[config.mk]
export PLATFORM = sky130hd
export DESIGN_NAME = pcm_clock_ctrl
export DESIGN_NICKNAME = d
export VERILOG_FILES = /design/src/design/pcm_clock_ctrl.v
export VERILOG_INCLUDE_DIRS = /design/src /design/src/design
export SDC_FILE = /design/constraint.sdc
export NUM_CORES = 1
export LEC_CHECK = 0
export ABC_AREA = 1
export BUFFER_PORTS_ARGS = -buffer_cell sky130_fd_sc_hd__buf_2
export CORE_MARGIN = 2
export CORE_UTILIZATION = 59
export DETAILED_ROUTE_END_ITERATION = 10
export PLACE_DENSITY = 0.85
export SLEW_MARGIN = 10
export SYNTH_ARGS = -nofsm -noshare
export SYNTH_HDL_FRONTEND = slang
export SYNTH_SLANG_ARGS = --single-unit
[constraint.sdc]
create_clock -name CLK_SYS -period 2.7 [get_ports CLK_SYS]
set_input_delay 0.27 -clock CLK_SYS [delete_from_list [all_inputs] [get_ports CLK_SYS]]
set_output_delay 0.27 -clock CLK_SYS [all_outputs]
set_load 0.02 [all_outputs]
[src/design/pcm_map.vh]
`ifndef PCM_MAP_VH
`define PCM_MAP_VH

// Register address and reset image.
`define PCM_CLKMODE_ADDR 16'h0058
`define PCM_CLKMODE_RST 16'hF003

// Field positions.
`define PCM_F_MULT_HI 15
`define PCM_F_MULT_LO 12
`define PCM_F_FRAC 11
`define PCM_F_CNT_HI 10
`define PCM_F_CNT_LO 3
`define PCM_F_VCO 2
`define PCM_F_NDIV 1
`define PCM_F_STAT 0

// Field reset values and the multiplier maximum.
`define PCM_MULT_RST 4'hF
`define PCM_MULT_MAX 4'hF
`define PCM_CNT_RST 8'h00

// Lock timer prescale: one tick per 16 reference edges.
`define PCM_PRE_LAST 4'hF

// Multiplier denominators.
`define PCM_DEN_1 3'h1
`define PCM_DEN_2 3'h2
`define PCM_DEN_4 3'h4

`endif

[src/design/pcm_clock_ctrl.v]
`timescale 1ns/1ns
`include "pcm_map.vh"

module pcm_clock_ctrl (
   input wire CLK_SYS,
   input wire RST,
   input wire CE,
   input wire REF_CLOCK_IN,
   input wire PLL_CLOCK_IN,
   input wire [15:0] MEM_ADDR,
   input wire MEM_WR,
   input wire MEM_RD,
   input wire MEM_SUBSYS_B,
   input wire [15:0] MEM_WDATA,
   output reg [15:0] MEM_RDATA,
   output reg CORE_CLOCK_OUT,
   output wire VCO_ENABLE,
   output reg [4:0] MULT_NUM,
   output reg [2:0] MULT_DEN,
   output wire MODE_INDICATOR,
   output wire LOCK_BUSY
);

   // Mode sequencer states.
   localparam ST_DIV = 2'b00;
   localparam ST_LOCK = 2'b01;
   localparam ST_SWAP = 2'b10;
   localparam ST_PLL = 2'b11;

   // Core clock sources.
   localparam SRC_DIV = 2'b00;
   localparam SRC_PLL = 2'b01;
   localparam SRC_REF = 2'b10;

   reg [3:0] mult_q;
   reg frac_q;
   reg [7:0] cnt_q;
   reg vco_on_q;
   reg ndiv_q;
   reg div4_q;
   reg [1:0] state_q;
   reg [1:0] state_d;
   reg [7:0] lock_q;
   reg [3:0] pre_q;
   reg ref_q;
   reg ref_prev_q;
   reg pll_q;
   reg [1:0] div_cnt_q;
   reg [1:0] src_q;
   reg [1:0] des_src;
   reg cur_lvl;
   reg des_lvl;
   reg [4:0] num_d;
   reg [2:0] den_d;

   wire hit;
   wire wr_hit;
   wire rd_hit;
   wire go_pll;
   wire go_div;
   wire ref_rise;
   wire bypass;
   wire safe;
   wire [15:0] image;

   // Subsystem B is decoded as a miss, so it never sees or moves the
   // clock configuration.
   assign hit = (MEM_ADDR == `PCM_CLKMODE_ADDR) && !MEM_SUBSYS_B;
   assign wr_hit = CE && MEM_WR && hit;
   assign rd_hit = CE && MEM_RD && hit;

   // A write that raises the mode bit from divide starts the lock timer;
   // a write that clears it returns to divide at once.
   assign go_pll = wr_hit && MEM_WDATA[`PCM_F_NDIV] && !ndiv_q;
   assign go_div = wr_hit && !MEM_WDATA[`PCM_F_NDIV];

   assign ref_rise = ref_q && !ref_prev_q;

   // Multiplier field 15 with integer select is a straight pass of the
   // reference clock and needs no locked VCO output.
   assign bypass = (mult_q == `PCM_MULT_MAX) && !frac_q;

   // The VCO may only stop when both control bits are clear.
   assign VCO_ENABLE = vco_on_q | ndiv_q;

   assign MODE_INDICATOR = (state_q == ST_PLL);
   assign LOCK_BUSY = (state_q == ST_LOCK);

   // Readback image; fields other than the mode bits are held as written
   // even in divide mode, which software must treat as don't-care.
   assign image = {mult_q, frac_q, cnt_q, vco_on_q, ndiv_q,
                   MODE_INDICATOR};

   // Reference and VCO levels are sampled once; the inputs are taken as
   // synchronous, so a single stage is enough.
   always @(posedge CLK_SYS)
   begin
      if (RST)
      begin
         ref_q <= 1'b0;
         ref_prev_q <= 1'b0;
         pll_q <= 1'b0;
      end
      else if (CE)
      begin
         ref_q <= REF_CLOCK_IN;
         ref_prev_q <= ref_q;
         pll_q <= PLL_CLOCK_IN;
      end
   end

   // Free-running divider on reference edges: bit 0 is ref/2, bit 1 ref/4.
   always @(posedge CLK_SYS)
   begin
      if (RST)
         div_cnt_q <= 2'b00;
      else if (CE && ref_rise)
         div_cnt_q <= div_cnt_q + 2'b01;
   end

   // Register fields. The status bit is not stored: it is the sequencer.
   always @(posedge CLK_SYS)
   begin
      if (RST)
      begin
         mult_q <= `PCM_MULT_RST;
         frac_q <= 1'b0;
         cnt_q <= `PCM_CNT_RST;
         vco_on_q <= 1'b0;
         ndiv_q <= 1'b1;
         div4_q <= 1'b0;
      end
      else if (wr_hit)
      begin
         mult_q <= MEM_WDATA[`PCM_F_MULT_HI:`PCM_F_MULT_LO];
         frac_q <= MEM_WDATA[`PCM_F_FRAC];
         cnt_q <= MEM_WDATA[`PCM_F_CNT_HI:`PCM_F_CNT_LO];
         vco_on_q <= MEM_WDATA[`PCM_F_VCO];
         ndiv_q <= MEM_WDATA[`PCM_F_NDIV];
         // The divide ratio is fixed by the write that selects divide
         // mode, so a later PLL setup does not disturb it while locking.
         if (!MEM_WDATA[`PCM_F_NDIV])
            div4_q <= (MEM_WDATA[`PCM_F_MULT_HI:`PCM_F_MULT_LO] ==
                       `PCM_MULT_MAX);
      end
   end

   // Read data is registered and answers zero to any miss.
   always @(posedge CLK_SYS)
   begin
      if (RST)
         MEM_RDATA <= 16'h0000;
      else if (CE && MEM_RD)
         MEM_RDATA <= rd_hit ? image : 16'h0000;
   end

   // Ratio decode: numerator over a denominator of 1, 2 or 4.
   always @*
   begin
      num_d = 5'h01;
      den_d = `PCM_DEN_1;
      if (!ndiv_q)
      begin
         num_d = 5'h01;
         den_d = (mult_q == `PCM_MULT_MAX) ? `PCM_DEN_4 : `PCM_DEN_2;
      end
      else if (!frac_q)
      begin
         // Field 15 gives bypass, times one.
         num_d = (mult_q == `PCM_MULT_MAX) ? 5'h01 :
                 ({1'b0, mult_q} + 5'h01);
         den_d = `PCM_DEN_1;
      end
      else if (mult_q[0])
      begin
         num_d = {1'b0, mult_q};
         den_d = `PCM_DEN_4;
      end
      else
      begin
         num_d = {1'b0, mult_q} + 5'h01;
         den_d = `PCM_DEN_2;
      end
   end

   // Ratio outputs to the analog loop.
   always @(posedge CLK_SYS)
   begin
      if (RST)
      begin
         MULT_NUM <= 5'h01;
         MULT_DEN <= `PCM_DEN_1;
      end
      else if (CE)
      begin
         MULT_NUM <= num_d;
         MULT_DEN <= den_d;
      end
   end

   // Sequencer: divide, lock wait, clean swap, PLL.
   always @*
   begin
      state_d = state_q;
      case (state_q)
         ST_DIV:
            if (go_pll)
               state_d = ST_LOCK;
         ST_LOCK:
            if (go_div)
               state_d = ST_DIV;
            else if (lock_q == 8'h00)
               state_d = ST_SWAP;
         ST_SWAP:
            if (go_div)
               state_d = ST_DIV;
            else if (src_q == des_src)
               state_d = ST_PLL;
         ST_PLL:
            if (go_div)
               state_d = ST_DIV;
         default:
            state_d = ST_DIV;
      endcase
   end

   // Reset lands directly in bypass PLL mode, with no lock wait.
   always @(posedge CLK_SYS)
   begin
      if (RST)
         state_q <= ST_PLL;
      else if (CE)
         state_q <= state_d;
   end

   // Lock timer: loaded on the switch request, one decrement per sixteen
   // reference edges. A load of zero expires on the next cycle.
   always @(posedge CLK_SYS)
   begin
      if (RST)
      begin
         lock_q <= 8'h00;
         pre_q <= 4'h0;
      end
      else if (CE)
      begin
         if (go_pll && state_q == ST_DIV)
         begin
            lock_q <= MEM_WDATA[`PCM_F_CNT_HI:`PCM_F_CNT_LO];
            pre_q <= 4'h0;
         end
         else if (state_q == ST_LOCK && ref_rise && lock_q != 8'h00)
         begin
            pre_q <= pre_q + 4'h1;
            if (pre_q == `PCM_PRE_LAST)
               lock_q <= lock_q - 8'h01;
         end
      end
   end

   // Wanted source: the divider until the swap, then PLL or reference.
   always @*
   begin
      if (state_q == ST_SWAP || state_q == ST_PLL)
         des_src = bypass ? SRC_REF : SRC_PLL;
      else
         des_src = SRC_DIV;
   end

   // Levels of the present and wanted sources.
   always @*
   begin
      case (src_q)
         SRC_PLL: cur_lvl = pll_q;
         SRC_REF: cur_lvl = ref_q;
         default: cur_lvl = div4_q ? div_cnt_q[1] : div_cnt_q[0];
      endcase
      case (des_src)
         SRC_PLL: des_lvl = pll_q;
         SRC_REF: des_lvl = ref_q;
         default: des_lvl = div4_q ? div_cnt_q[1] : div_cnt_q[0];
      endcase
   end

   // Switching only while both sources are low means the output never
   // shows a cut high or low phase; the cost is a wait of up to one
   // period of the slower source.
   assign safe = !cur_lvl && !des_lvl;

   // Source select and core clock output.
   always @(posedge CLK_SYS)
   begin
      if (RST)
      begin
         src_q <= SRC_REF;
         CORE_CLOCK_OUT <= 1'b0;
      end
      else if (CE)
      begin
         if (src_q != des_src && safe)
         begin
            src_q <= des_src;
            CORE_CLOCK_OUT <= 1'b0;
         end
         else
            CORE_CLOCK_OUT <= cur_lvl;
      end
   end

endmodule // pcm_clock_ctrl

# After elaboration in Yosys (flattened, before gate mapping)
# Cells that the tools add are included.
# W data, S select, Z words.
[totals]
out_inout_bits = 28
word_cells = 102
regBits = 62
in_bits = 40
[op_classes]
bitwise = 2
add_sub_neg = 4
reduce_logical = 34
n_mux = 27
n_eq_ne = 17
[ops]
columns = ["cell", "count"]
rows = [
  ["$mux W8", 3],
  ["$mux W5", 4],
  ["$eq A16 B7 Y1 const B", 1],
  ["$logic_and A1 B1 Y1", 16],
  ["$mux W16", 1],
  ["$mux W2", 8],
  ["$eq A4 B4 Y1 const B", 3],
  ["$mux W3", 4],
  ["$eq A2 B2 Y1 const B", 4],
  ["$logic_not A8 Y1", 1],
  ["$mux W4", 2],
  ["$pmux W2 S4", 1],
  ["$reduce_bool A8 Y1", 1],
  ["$sub A8 B1 Y8 const B", 1],
  ["$logic_not A1 Y1", 7],
  ["$eq A2 B1 Y1 const B", 3],
  ["$reduce_and A2 Y1", 3],
  ["$add A4 B1 Y5 const B", 1],
  ["$reduce_and A5 Y1", 1],
  ["$add A4 B1 Y4 const B", 1],
  ["$pmux W1 S2", 2],
  ["$reduce_bool A2 Y1", 2],
  ["$ne A3 B1 Y1 const B", 1],
  ["$ne A3 B3 Y1 const B", 1],
  ["other kinds (11)", 12],
]

# Depth between registers and ports, before layout
[depth]
depth_word = 10
mapped_depth = 14
depth_no_buf = 14

# Least setup slack after synthesis
# OpenSTA, ideal clock, no wires.
[synth_timing]
kind = "flip-flop to flip-flop"
from = "register state_q[1]"
to = "register pre_q[3]"
arrival_time_ps = 1544
required_time_ps = 2577
slack_ps = 1033
path_stages_with_launch = 7
cell_sequence = "dfxtp_1 buf_2 nor2_1 nand3_1 buf_2 o311ai_1 nor2_1"
[synth_via]
elab_chain_cells = 5
[synth_rtl]
columns = ["element", "line_no", "source"]
rows = [
  ["start: declaration", "pcm_clock_ctrl.v:41", "reg [1:0] state_q;"],
  ["start signal: assignment", "pcm_clock_ctrl.v:233", "state_q <= state_d;"],
  ["$eq A2 B1 Y1", "-", ""],
  ["net LOCK_BUSY", "pcm_clock_ctrl.v:21", "output wire LOCK_BUSY"],
  ["$logic_and A1 B1 Y1 (2 in a row)", "pcm_clock_ctrl.v:252", "else if (state_q == ST_LOCK && ref_rise && lock_q != 8'h00)"],
  ["$reduce_bool A2 Y1 (no line)", "-", ""],
  ["$reduce_and A2 Y1 (no line)", "-", ""],
  ["end signal: assignment", "pcm_clock_ctrl.v:254", "pre_q <= pre_q + 4'h1;"],
  ["end: declaration", "pcm_clock_ctrl.v:44", "reg [3:0] pre_q;"],
]
# The timed path passes the listed nets, and every way through them passes these cells.
# A chain may end at the register's enable or synchronous reset.

# Worst setup path in the final report
[layout_timing]
from = "register mult_q[0]"
to = "register state_q[1]"
[layout_via]
elab_chain_cells = 7
[layout_rtl]
columns = ["element", "line_no", "source"]
rows = [
  ["start: declaration", "pcm_clock_ctrl.v:35", "reg [3:0] mult_q;"],
  ["start signal: assignment", "pcm_clock_ctrl.v:126", "mult_q <= `PCM_MULT_RST;"],
  ["start signal: assignment", "pcm_clock_ctrl.v:135", "mult_q <= MEM_WDATA[`PCM_F_MULT_HI:`PCM_F_MULT_LO];"],
  ["$eq A4 B4 Y1 (no line)", "-", ""],
  ["$logic_and A1 B1 Y1", "pcm_clock_ctrl.v:81", "assign bypass = (mult_q == `PCM_MULT_MAX) && !frac_q;"],
  ["$mux W2", "pcm_clock_ctrl.v:265", "des_src = bypass ? SRC_REF : SRC_PLL;"],
  ["$mux W2", "pcm_clock_ctrl.v:264", "if (state_q == ST_SWAP || state_q == ST_PLL)"],
  ["$eq A2 B2 Y1", "pcm_clock_ctrl.v:217", "else if (src_q == des_src)"],
  ["$ne A3 B3 Y1 (no line)", "-", ""],
  ["$reduce_and A5 Y1 (no line)", "-", ""],
]
# Every way passes these cells.

==> reports/summary.md <==
Detailed routing inserted a total of 3077 vias. The flow ran to the end, and the final reports show no timing, DRC or antenna violations. The worst-case IR drop observed on VDD is 0.0004001 V.

The number of enable-type register cells in the synthesized netlist was 0. The residual antenna-violating net count after detailed routing is 0, and the data arrival time of the critical path is 2.21 ns. Post-CTS repair changed the size of 0 cells. The transition time at the pin with the least slew margin came out at 0.9097 ns. Timing would allow up to 495.2 MHz. The run gives 584 as the count of placed standard cells in the final layout, fillers left out.

In the final routed layout, each cell accounts on average for 11.97 um. Summed over all layers, the global routing overflow is 0. The switching power of the nets is 0.4725 mW, and the path depth of the worst reg2reg path is 14. Buffers placed on the I/O ports in this run total 66. The remaining routing DRC violations was 0. The switching share of power is 0.2394, and the cts-stage hold buffer count is 0.

The die covers 5965 um^2. On the final layout, the worst clock skew is 0.008516 ns. For this run, the number of Yosys warnings is 0.

Clock-pin slew was measured on the worst setup and hold paths at 0.07 ns. Total power for the finished layout comes to 1.973 mW. The boundary pin count is 68. The portion of the post-synthesis area used by sequential elements was 0.3922; the data required time at the worst endpoint was 2.89 ns. The power density over the cells came out at 530.7 nW/um^2.

The worst setup slack after layout is 0.6804 ns, and the minimum clock period is 2.020 ns. Part of the power in combinational logic: 0.080. CTS saw 62 sinks. The tools report the share of total power in sequential cells as 0.475. The logs give 3 for the maximum level of the CTS H-tree and 3719 um^2 for the area of all placed cells without fillers.

Using the TritonRoute via totals, the vias-per-cell ratio works out to 5.269. For this run, the leading register cell type out of synthesis is dfxtp_1. The run gives 26 as the number of standard-cell rows in the floorplan. The tools report the final layout net count as 556. For the number of antenna cells inserted, the log shows 0. Starting utilization of the core area: 0.6156.

Fill cells in the final layout number 439. For this block, the routed nets add up to 6991 um of wire. The worst hold path was traced through 3 stages. The total standard cell area after synthesis is 3164 um^2, and the per-instance average area after synthesis is 7.079 um^2.

The run gives 447 as the cell count after synthesis. The fraction of layout cells with a size suffix above 1 was 0.2004. The total negative slack for setup checks was 0 ns; the largest net degree at the start of global routing was 34. The path class of the tightest hold or removal check is in -> reg. The buffer count from post-CTS setup fixing was 0; the global placement routability congestion was 0.8905. The setup violation total in the final timing report was 0; the number of hold violations in the final report was 0.

By instance count, the cell type seen most on the critical path is nand2_1. For the worst hold-check slack, the log shows 0.1708 ns. Before antenna repair, the detailed router went through 5 iterations.

The root buffer cell chosen for the clock tree is clkbuf_8. The DRC violation total after the first TritonRoute iteration is 247, and the part of the cycle the worst path needs is 0.7480. After legalization and detailed placement, the total HPWL measured 5044 um. The signal on the critical path passes through ha_1, nand2_1, nor2_2, nand2_1, nand2_1, nand2_1, nand2_1, nand2_1, nand2_1, nand2_1, nand2_1, nand3_1, nand2_1, nand3_1. The first global-routing pass estimated 12110 um of wire. The max-cap violation count was 0. STA classifies the critical path endpoint as a register. The run gives 0.34 ns as the latest clock arrival within the worst-skew pair. When the netlist entered floorplanning its net count stood at 494. The final core area utilization is 0.7235, and the width of the die is 77.24 um.

Number of max-slew violations in the final report: 0. TritonCTS built the clock tree. Counting along the longest clock path gives a buffer depth of 2. The post-place instance area is 3505 um^2, and the number of antenna violations at the first check in global routing is 0. Counting flops and latches in the post-synthesis netlist gives 62. The delay of the slowest critical-path stage was 0.44 ns; the cell-internal power was 1.501 mW. The layout-stage area growth over the synthesis result was 17.52%.

Critical path's slowest cell: dfxtp_1. The part of the total power dissipated in the clock network was 0.444; the distinct cell type count of the synthesized netlist was 35. The die boundary height is 77.24 um, and the number of placed instances, taps included is 568. The total area inside the core boundary comes to 5140 um^2. The share of synthesized flip-flops with an asynchronous set or reset was 0.

Setup repair after global routing left no endpoint under its margin. Buffers inserted during clock tree synthesis total 9. Before CTS, the worst setup slack after placement is 0.7654 ns.

The tools report the overall track demand over capacity in global routing as 0.2537. Of all nets on the critical path, the largest fanout is 6. The number of global-route vias before repair came out at 2745. The critical path is of the reg -> reg type. The tools report the leakage power total as 1.795 nW. STA classifies the critical path startpoint as a register.

For the worst slew margin relative to its limit, the log shows 0.3929.
==> cells in the final DEF (no fill, tap or decap), types with 2 or more instances in the layout <==
| cell | instances |
|---|---|
| nor3_1 | 2 |
| a21oi_1 | 47 |
| clkinv_2 | 2 |
| buf_4 | 2 |
| nor2_4 | 3 |
| inv_2 | 4 |
| o21ai_1 | 5 |
| ha_1 | 7 |
| nand4_4 | 2 |
| nand2_1 | 106 |
| o211ai_1 | 8 |
| xor2_1 | 7 |
| o31ai_1 | 2 |
| nand3_1 | 18 |
| nand3_4 | 2 |
| nor2_2 | 3 |
| nand2_2 | 3 |
| o311ai_1 | 2 |
| o21ai_0 | 27 |
| bufinv_16 | 2 |
| buf_2 | 66 |
| nand4_1 | 14 |
| clkbuf_8 | 9 |
| nor2_1 | 53 |
| inv_1 | 44 |
| dfxtp_1 | 62 |
==> final cells by class <==
cell class	instances	area [um^2]	share of cell area
clock inverters	6	86.33	0.02322
clock buffers	10	127.6	0.03432
well taps	70	87.58	0.02355
inverters	49	183.9	0.04946
multi-input cells	319	1647	0.4428
repair buffers	68	345.3	0.09287
flip-flops and latches	62	1241	0.3338
==> critical path, delay by kind of cell (launching register included) <==
| family | cells | cell delay (ns) |
|---|---|---|
| adder cells (fa/ha/maj) | 1 | 0.23 |
| AND/OR/NAND/NOR | 13 | 1.20 |
| flip-flops | 1 | 0.44 |
==> cell families after synthesis <==
family,after synthesis,share of synthesized area
DFF,62,0.3922
AOI/OAI and AO/OA,94,0.1609
buffers and inverters,66,0.08738
xor gates and xnor gates,7,0.01938
adders and majority gates,7,0.02768
and+or+nand+nor,211,0.3124
==> cells in the mapped netlist, types with 4 or more instances <==
library cell / n / area [um^2]
nand2_1: 106 / 397.9
dfxtp_1: 62 / 1241
nor2_1: 53 / 198.9
a21oi_1: 47 / 235.2
inv_1: 44 / 165.2
o21ai_0: 27 / 135.1
nand3_1: 18 / 90.09
nand4_1: 14 / 87.58
o211ai_1: 8 / 60.06
clkbuf_1: 7 / 26.28
ha_1: 7 / 87.58
xor2_1: 7 / 61.31
buf_2: 5 / 25.02
o21ai_1: 5 / 25.02
inv_2: 4 / 15.01
==> sequential cells by signal, indices dropped and copies added (netlist names) <==
name            count
ndiv_q              1
MULT_NUM            5
MEM_RDATA          16
CORE_CLOCK_OUT      1
cnt_q               8
MULT_DEN            3
div4_q              1
pre_q               4
ref_q               1
state_q             2
lock_q              8
mult_q              4
div_cnt_q           2
src_q               2
frac_q              1
pll_q               1
ref_prev_q          1
vco_on_q            1
==> power groups by stage <==
stage / logic, mW / clock network, mW / registers [mW]
2_1_floorplan: 0.0955 / 0 / 0.960
3_3_place_gp: 0.152 / 0 / 0.959
3_5_place_dp: 0.155 / 0 / 0.959
4_1_cts: 0.157 / 0.895 / 0.938
5_1_grt: 0.178 / 0.934 / 0.939
6_report: 0.158 / 0.877 / 0.938
==> metal layers <==
metal  up-vias  GRT usage  share of wire
li1       1600          -              -
met1      1377     0.3328           0.45
met2        92     0.3974           0.47
met3         8    0.06353          0.062
met4         0     0.1054          0.015
met5         -          0              0
==> path summary, 6_finish.rpt <==
path                   end     startpoint  slack (ns)
max             state_q[1]      mult_q[0]        0.68
min              mult_q[1]  MEM_WDATA[13]        0.17
max reg2reg     state_q[1]      mult_q[0]        0.68
min reg2reg  MEM_RDATA[10]       cnt_q[7]        0.46
Note: power is estimated with default switching activity, not from simulation.
